**src/svm_pkg.sv**
```systemverilog
package svm_pkg;

    // Register byte offsets
    localparam logic [11:0] SUPPLY_MONITOR_CONTROL_OFS = 12'h000;
    localparam logic [11:0] SVM_STATUS_OFS = 12'h004;
    localparam logic [11:0] SVM_SLEEP_OFS = 12'h008;

    // Field positions in the control register
    localparam int THR_LSB = 0;
    localparam int BGEN_BIT = 3;
    localparam int DETEN_BIT = 4;
    localparam int UVF_BIT = 5;

    // Status register fields
    localparam int IRQF_BIT = 0;
    localparam int WAKE_BIT = 1;

    // Reset values
    localparam logic [7:0] CTRL_RST = 8'h00;

    // Stabilisation delay before the alarm flag sets
    localparam int ALARM_DELAY_NS = 1000;
    localparam int CLK_PERIOD_NS = 8;
    localparam int ALARM_DELAY_CYC = (ALARM_DELAY_NS + CLK_PERIOD_NS - 1) / CLK_PERIOD_NS;
    localparam int CNT_W = 8;

    // Trip level codes in millivolts
    localparam logic [15:0] THR_MV [8] = '{16'h0708, 16'h07d0, 16'h0960, 16'h0a8c,
                                           16'h0bb8, 16'h0ce4, 16'h0e10, 16'h0fa0};

    typedef struct packed {
        logic [2:0] threshold_select;
        logic bandgap_out_enable;
        logic detector_enable;
    } svm_ctrl_t;

endpackage

```
**src/svm_top.sv**
```systemverilog
// The AHB-Lite interface to the registers and the register offsets were decided locally.
`timescale 1ns/1ps
`default_nettype none
module svm_top (
    input wire logic hclk,
    input wire logic hresetn,
    input wire logic hsel,
    input wire logic [31:0] haddr,
    input wire logic [1:0] htrans,
    input wire logic hwrite,
    input wire logic [2:0] hsize,
    input wire logic [31:0] hwdata,
    input wire logic hready,
    output logic [31:0] hrdata,
    output logic hreadyout,
    output logic hresp,
    input wire logic comparator_low,
    input wire logic brownout_reset_enable,
    input wire logic sleep_mode,
    input wire logic idle_mode,
    output logic monitor_enable,
    output logic [2:0] trip_level_code,
    output logic [15:0] trip_level_mv,
    output logic reference_enable,
    output logic supply_alarm_irq,
    output logic idle_wakeup
);
    svm_pkg::svm_ctrl_t ctrl_q, ctrl_d;
    logic wr_pend_q, wr_pend_d;
    logic [11:0] addr_q, addr_d;
    logic sync1_q, sync1_d;
    logic sync2_q, sync2_d;
    logic uvf_q, uvf_d;
    logic irqf_q, irqf_d;
    logic [svm_pkg::CNT_W-1:0] cnt_q, cnt_d;
    logic [31:0] rdata_d;
    logic men_q, men_d;
    logic ref_q, ref_d;
    logic wake_q, wake_d;
    logic [15:0] mv_q, mv_d;
    logic acc;
    logic wr_ctrl;
    logic wr_stat;
    logic mon_on;
    logic alarm_due;

    // Address phase accepted; this slave never inserts wait states
    assign acc = hsel && hready && htrans[1];
    assign wr_ctrl = wr_pend_q && (addr_q == svm_pkg::SUPPLY_MONITOR_CONTROL_OFS);
    assign wr_stat = wr_pend_q && (addr_q == svm_pkg::SVM_STATUS_OFS);
    assign mon_on = ctrl_q.detector_enable && !sleep_mode;
    assign alarm_due = uvf_q && (cnt_q == svm_pkg::CNT_W'(svm_pkg::ALARM_DELAY_CYC - 1));

    // Write data arrives one cycle after its address
    always_comb
    begin
        wr_pend_d = acc && hwrite;
        addr_d = addr_q;
        if (acc)
        begin
            addr_d = haddr[11:0];
        end
    end

    always_ff @(posedge hclk or negedge hresetn)
    begin
        if (!hresetn)
        begin
            wr_pend_q <= 1'b0;
            addr_q <= 12'h000;
        end
        else
        begin
            wr_pend_q <= wr_pend_d;
            addr_q <= addr_d;
        end
    end

    always_comb
    begin
        ctrl_d = ctrl_q;
        if (wr_ctrl)
        begin
            ctrl_d.threshold_select = hwdata[svm_pkg::THR_LSB +: 3];
            ctrl_d.bandgap_out_enable = hwdata[svm_pkg::BGEN_BIT];
            ctrl_d.detector_enable = hwdata[svm_pkg::DETEN_BIT];
        end
    end

    always_ff @(posedge hclk or negedge hresetn)
    begin
        if (!hresetn)
        begin
            ctrl_q <= svm_pkg::svm_ctrl_t'(svm_pkg::CTRL_RST[4:0]);
        end
        else
        begin
            ctrl_q <= ctrl_d;
        end
    end

    // Comparator is analogue; two stages guard against metastability
    always_comb
    begin
        sync1_d = comparator_low;
        sync2_d = sync1_q;
    end

    always_ff @(posedge hclk or negedge hresetn)
    begin
        if (!hresetn)
        begin
            sync1_q <= 1'b0;
            sync2_q <= 1'b0;
        end
        else
        begin
            sync1_q <= sync1_d;
            sync2_q <= sync2_d;
        end
    end

    always_comb
    begin
        men_d = mon_on;
        ref_d = mon_on || brownout_reset_enable || ctrl_q.bandgap_out_enable;
        mv_d = svm_pkg::THR_MV[ctrl_q.threshold_select];
    end

    always_ff @(posedge hclk or negedge hresetn)
    begin
        if (!hresetn)
        begin
            men_q <= 1'b0;
            ref_q <= 1'b0;
            mv_q <= 16'h0000;
        end
        else
        begin
            men_q <= men_d;
            ref_q <= ref_d;
            mv_q <= mv_d;
        end
    end

    always_comb
    begin
        uvf_d = mon_on && sync2_q;
        cnt_d = cnt_q;
        if (!uvf_q)
        begin
            cnt_d = '0;
        end
        else if (cnt_q != svm_pkg::CNT_W'(svm_pkg::ALARM_DELAY_CYC))
        begin
            cnt_d = cnt_q + 1'b1;
        end
        // Software write of the alarm flag
        irqf_d = irqf_q;
        if (wr_stat)
        begin
            irqf_d = hwdata[svm_pkg::IRQF_BIT];
        end
        // hardware set wins over software clear
        if (alarm_due)
        begin
            irqf_d = 1'b1;
        end
        // idle wakeup only on a new request
        wake_d = idle_mode && irqf_d && !irqf_q;
    end

    always_ff @(posedge hclk or negedge hresetn)
    begin
        if (!hresetn)
        begin
            uvf_q <= 1'b0;
            cnt_q <= '0;
            irqf_q <= 1'b0;
            wake_q <= 1'b0;
        end
        else
        begin
            uvf_q <= uvf_d;
            cnt_q <= cnt_d;
            irqf_q <= irqf_d;
            wake_q <= wake_d;
        end
    end

    // Read data stands until the next read address phase
    always_comb
    begin
        rdata_d = hrdata;
        if (acc && !hwrite)
        begin
            unique case (haddr[11:0])
                svm_pkg::SUPPLY_MONITOR_CONTROL_OFS:
                    rdata_d = {24'h0, 2'b00, uvf_q, ctrl_q.detector_enable,
                               ctrl_q.bandgap_out_enable, ctrl_q.threshold_select};
                svm_pkg::SVM_STATUS_OFS: rdata_d = {30'h0, wake_q, irqf_q};
                svm_pkg::SVM_SLEEP_OFS: rdata_d = {31'h0, sleep_mode};
                default: rdata_d = 32'h0;
            endcase
        end
    end

    always_ff @(posedge hclk or negedge hresetn)
    begin
        if (!hresetn)
        begin
            hrdata <= 32'h00000000;
        end
        else
        begin
            hrdata <= rdata_d;
        end
    end

    assign hreadyout = 1'b1;
    assign hresp = 1'b0;
    assign monitor_enable = men_q;
    assign trip_level_code = ctrl_q.threshold_select;
    assign trip_level_mv = mv_q;
    assign reference_enable = ref_q;
    assign supply_alarm_irq = irqf_q;
    assign idle_wakeup = wake_q;
endmodule
`default_nettype wire

```
**config.mk**
```make
export PLATFORM = sky130hd
export DESIGN_NAME = svm_top
export DESIGN_NICKNAME = d
export VERILOG_FILES = /design/src/svm_pkg.sv /design/src/svm_top.sv
export SDC_FILE = /design/constraint.sdc
export NUM_CORES = 1
export LEC_CHECK = 0
export ABC_AREA = 1
export BUFFER_PORTS_ARGS = -buffer_cell sky130_fd_sc_hd__buf_2
export CAP_MARGIN = 20
export CORE_ASPECT_RATIO = 1.5
export CORE_MARGIN = 4
export CORE_UTILIZATION = 45
export DETAILED_ROUTE_END_ITERATION = 7
export PLACE_DENSITY = 0.89
export RECOVER_POWER = 25
export SYNTH_ARGS = -nofsm -noshare
export SYNTH_HDL_FRONTEND = slang
export SYNTH_SLANG_ARGS = --single-unit
```
**constraint.sdc**
```tcl
create_clock -name hclk -period 1.6 [get_ports hclk]
set_input_delay 0.08 -clock hclk [delete_from_list [all_inputs] [get_ports hclk]]
set_output_delay 0.08 -clock hclk [all_outputs]
set_load 0.03 [all_outputs]
```
Yosys cells after proc, flatten, opt, wreduce, memory -nomap -nowiden
Memories as Yosys holds them, arrays and structs flattened. A register that Yosys moved wholly into a read port is not among the register bits.
Cells that the tools add are included.
- register bits: 65
- word-level logic and storage cells: 47
- bits in read-only memories: 128
- output and inout port bits: 57
- memories: 1
- memories (memory ; words ; bits a word ; read ports ; clocked after Yosys merged registers in ; write ports ; RTL line ; source):
    (name not given) ; 8 ; 16 ; 1 ; 1 ; 0 ; svm_top.sv:127 ; mv_d = svm_pkg::THR_MV[ctrl_q.threshold_select];
- equal/unequal tests: 6
- $add $sub $neg: 1
- reduce and logical (&&, ||, !) cells: 19
- bitwise logic cells: 1
- multiplexer cells: 5
- operator list (cell ; number):
    12-bit by 3-bit equality test with 1-bit output (second input constant) ; 2
    12-bit zero test ; 2
    6-bit one-hot mux with 3 select lines ; 1
    8-bit 2-to-1 mux ; 2
    12-bit by 4-bit equality test with 1-bit output (second input constant) ; 1
    1-bit logical AND ; 11
    8-bit by 1-bit adder with 8-bit output (second input constant) ; 1
    8-bit by 7-bit equality test with 1-bit output (second input constant) ; 1
    8-bit by 7-bit != test with 1-bit output (second input constant) ; 1
    1-bit zero test ; 4
    3-bit inverter with 4-bit output ; 1
    1-bit logical OR ; 2
    1-bit 2-to-1 mux ; 2
    2-bit by 1-bit != test with 1-bit output (second input constant) ; 1

Longest topological paths before layout
- depth in word-level cells: 6
- mapped depth: 8

Worst setup path before layout
No wires, ideal clock.
- kind: flip-flop to flip-flop
- start point: register cnt_q[1] in the netlist's numbering
- end point: register cnt_q[0] in the netlist's numbering
- buffers on the path: 0
- stages on the path, launching flop included: 9
- clock period less this slack: 1250 ps
- arrival time: 1176 ps
- required time: 1526 ps
- setup slack: 350 ps
- cell sequence: dfrtp_1 > inv_1 > ha_1 > inv_1 > nor3_2 > nand2_2 > nor2_4 > inv_2 > o21ai_2
- word-level cells in the longest chain between the ends: 2
- RTL lines (item ; RTL line ; source):
    from (decl) ; svm_top.sv:35 ; logic [svm_pkg::CNT_W-1:0] cnt_q, cnt_d;
    from (signal assigned) ; svm_top.sv:185 ; cnt_q <= cnt_d;
    8-bit by 7-bit != test with 1-bit output ; svm_top.sv:154 ; else if (cnt_q != svm_pkg::CNT_W'(svm_pkg::ALARM_DELAY_CYC))
    2-bit by 1-bit != test with 1-bit output (no line) ; n/a ;
Every way passes these cells.
A chain may end at the register's enable or synchronous reset.

Worst setup path in the final report
Ends and elaborated chain as after synthesis.

==> flow_metrics.env <==
export IMPL_status="finished, final reports clean"
export IMPL_grt_max_degree=50
export IMPL_nNetsFinal=443
export IMPL_synth_seq_cells=49
export IMPL_tns_ns=0
export IMPL_hold_path_class="input port to flip-flop"
export IMPL_drtIter0Drc=72
export IMPL_chipHeight_um=99.4
export IMPL_htree_num_levels=2
export IMPL_grt_overflow_total=0
export IMPL_crit_chain="inv_1 > ha_1 > inv_1 > nor3_2 > nand2_2 > nor2_4 > inv_2 > o21ai_2"
export IMPL_numCtsBuffers=5
export IMPL_n_antenna_cell=0
export IMPL_antenna_found_initial=0
export IMPL_crit_top_cell="inv_1"
export IMPL_synth_cell_types=27
export IMPL_holdBufCountCts=13
export IMPL_globalplace_congestion=0.810
export IMPL_rsz0062_at_grt="false"
export IMPL_routed_wl_um=4750
export IMPL_synthToLayoutAreaGrowth_pct=16.4
export IMPL_avgViaCountPerCell=4.48
export IMPL_drt_pass1_iterations=5
export IMPL_end_kind="flip-flop"
export IMPL_grt_pass1_vias=1816
export IMPL_cellPowerDensity_nw_per_um2=988
export IMPL_drive_above_1_share_pct=20.6
export IMPL_antenna_left=0
export IMPL_clkLatencyLatePin_ns=0.31
export IMPL_crit_buf_inv=3
export IMPL_grt_usage_pct=15.1
export IMPL_cpPeakStageDelay_ns=0.40
export IMPL_port_buffers=49
export IMPL_die_area_um2=6850
export IMPL_slew_headroom_pct=29.6
export IMPL_period_minus_slack_ns=1.38
export IMPL_netlist_instances=292
export IMPL_fmax_ghz=0.723
export IMPL_drv_cap=0
export IMPL_drc=0
export IMPL_internal_power_mw=1.98
export IMPL_start_util_pct=45.9
export IMPL_required_ns=1.83
export IMPL_leakagePower_nw=1.55
export IMPL_cts_tree="built"
export IMPL_cts_resized=0
export IMPL_p_total_mw=2.88
export IMPL_vdd_drop_max_v=0.000610
export IMPL_cts_buffer_depth=2
export IMPL_switching_share_pct=31.2
export IMPL_hold_violations=0
export IMPL_dieWidth_um=68.9
export IMPL_worstPathArrival_ns=1.61
export IMPL_tightestPinTransition_ns=1.06
export IMPL_comb_power_share_pct=20.3
export IMPL_skew_ns=0.00988
export IMPL_avgSynthCellArea_um2=8.57
export IMPL_post_cts_buffers=0
export IMPL_synth_area_um2=2500
export IMPL_clk_pin_slew_ns=0.08
export IMPL_synth_warnings=0
export IMPL_finalMaxSlewViolations=0
export IMPL_crit_family="simple AND/OR/NAND/NOR gates"
export IMPL_dp_hpwl_um=3620
export IMPL_slowest_stage="dfrtp_1"
export IMPL_critPathKind="flip-flop to flip-flop"
export IMPL_clock_sinks=49
export IMPL_ioPinCount=135
export IMPL_setup_viol=0
export IMPL_vias=1906
export IMPL_rows=33
export IMPL_p_seq_share_pct=49.3
export IMPL_p_sw_mw=0.898
export IMPL_coreArea_um2=5450
export IMPL_wl_per_cell_um=11.2
export IMPL_cp_start_kind="flip-flop"
export IMPL_pwr_share_clk_pct=30.4
export IMPL_fin_crit_sh_pct=86.4
export IMPL_synth_seq_area_share_pct=49.0
export IMPL_crit_fanout=5
export IMPL_grt_pass1_wl_um=7930
export IMPL_root_buffer="clkbuf_8"
==> cells by family after synthesis <==
group,share of synthesized area (%)
and+or+nand+nor,22.7
buffers and inverters,16.0
DFF,49.0
AOI/OAI and AO/OA,6.20
adders and majority gates,5.50
other,0.300
xor gates and xnor gates,0.350
==> synthesized netlist by cell type <==
cell type	instances	area, um^2
o31ai_1	3	22.5
nand4_1	1	6.26
o21ai_0	13	65.1
a31oi_1	1	6.26
nand2_1	75	282
inv_2	2	7.51
dfrtp_1	49	1230
inv_1	24	90.1
ha_1	11	138
nor2_2	3	18.8
nand3_1	16	80.1
o21ai_1	1	5.00
xor2_1	1	8.76
buf_4	38	285
buf_2	2	10.0
nor3_2	1	10.0
nand2_2	3	18.8
clkbuf_1	1	3.75
nor2_4	1	11.3
a21oi_1	6	30.0
nand3_2	1	10.0
o21ai_2	2	17.5
conb_1	2	7.51
clkinv_1	1	3.75
nor2_1	31	116
nand3b_1	2	15.0
a31o_2	1	8.76
==> sequential cells by signal, indices dropped and copies added (netlist names), 2 cells and up <==
register	cells
trip_level_mv	10
ctrl_q	2
cnt_q	8
trip_level_code	3
hrdata	6
addr_q	12
==> through the flow <==
stage               util, %  cell area [um^2]  std cells  hold WS (ns)  setup slack (ns)
finish                 53.5              2920        425       0.00996             0.217
CTS                    53.8              2930        425       0.00588             0.217
detailed placement     49.3              2690        404        0.0855             0.239
global route           53.5              2920        425        0.0255            0.0839
floorplan                 -              2620        324        -0.216             0.350
global placement       49.3              2690        404        0.0793             0.261
==> cells in the final DEF (no fill, tap or decap), drive strengths merged <==
cell / netlist / layout
a31o: 1 / 1
nand3b: 2 / 2
o21ai: 16 / 16
a21oi: 6 / 6
nand2: 78 / 78
nor3: 1 / 1
nand4: 1 / 1
clkinv: 1 / 2
dfrtp: 49 / 49
ha: 11 / 11
nand3: 17 / 17
xor2: 1 / 1
inv: 26 / 26
a31oi: 1 / 1
bufinv: 0 / 1
conb: 2 / 34
clkinvlp: 0 / 1
buf: 40 / 51
dlygate4sd3: 0 / 13
o31ai: 3 / 3
nor2: 35 / 35
clkbuf: 1 / 5
==> layout make-up <==
class | instances | area [um^2]
Clock inverter | 3 | 46.3
Inverter | 27 | 101
Tap cell | 70 | 87.6
Clock buffer | 5 | 68.8
Fill cell | 521 | 2530
Sequential cell | 49 | 1230
Timing Repair Buffer | 64 | 388
Multi-Input combinational cell | 207 | 997
==> routing by layer <==
metal / global-route usage (%) / part of all wire, %
met5: 0 / 0
met4: 6.01 / 1.6
met3: 3.62 / 7.6
met2: 27.1 / 55
met1: 16.4 / 36
==> power groups by stage <==
stage | Clock (mW) | Sequential, mW | Combinational, mW
after detailed placement | 0 | 1.45 | 0.571
after global placement | 0 | 1.44 | 0.557
after floorplan | 0 | 1.54 | 0.376
final | 0.875 | 1.42 | 0.585
after global routing | 0.940 | 1.44 | 0.649
after CTS | 0.889 | 1.42 | 0.596
==> worst reg2reg max path: stages (launching register included) <==
cell	delay (ns)
dfrtp_1	0.40
inv_1	0.12
ha_1	0.15
inv_1	0.04
nor3_2	0.18
nand2_2	0.13
nor2_4	0.11
inv_2	0.07
o21ai_2	0.11
==> path summary, 6_finish.rpt <==
check / start / to / slack [ns] / cells after the start
max in group asynchronous: hresetn / addr_q[1] / 0.37 / 3
min in group asynchronous: hresetn / trip_level_mv[2] / 0.58 / 3
worst max register to register: cnt_q[1] / cnt_q[0] / 0.22 / 8
worst min-delay path: haddr[0] / addr_q[0] / 0.01 / 3
worst max-delay path: cnt_q[1] / cnt_q[0] / 0.22 / 8
worst min register to register: sync1_q / sync2_q / 0.36 / 0
Power figures use the tool's default switching activity.
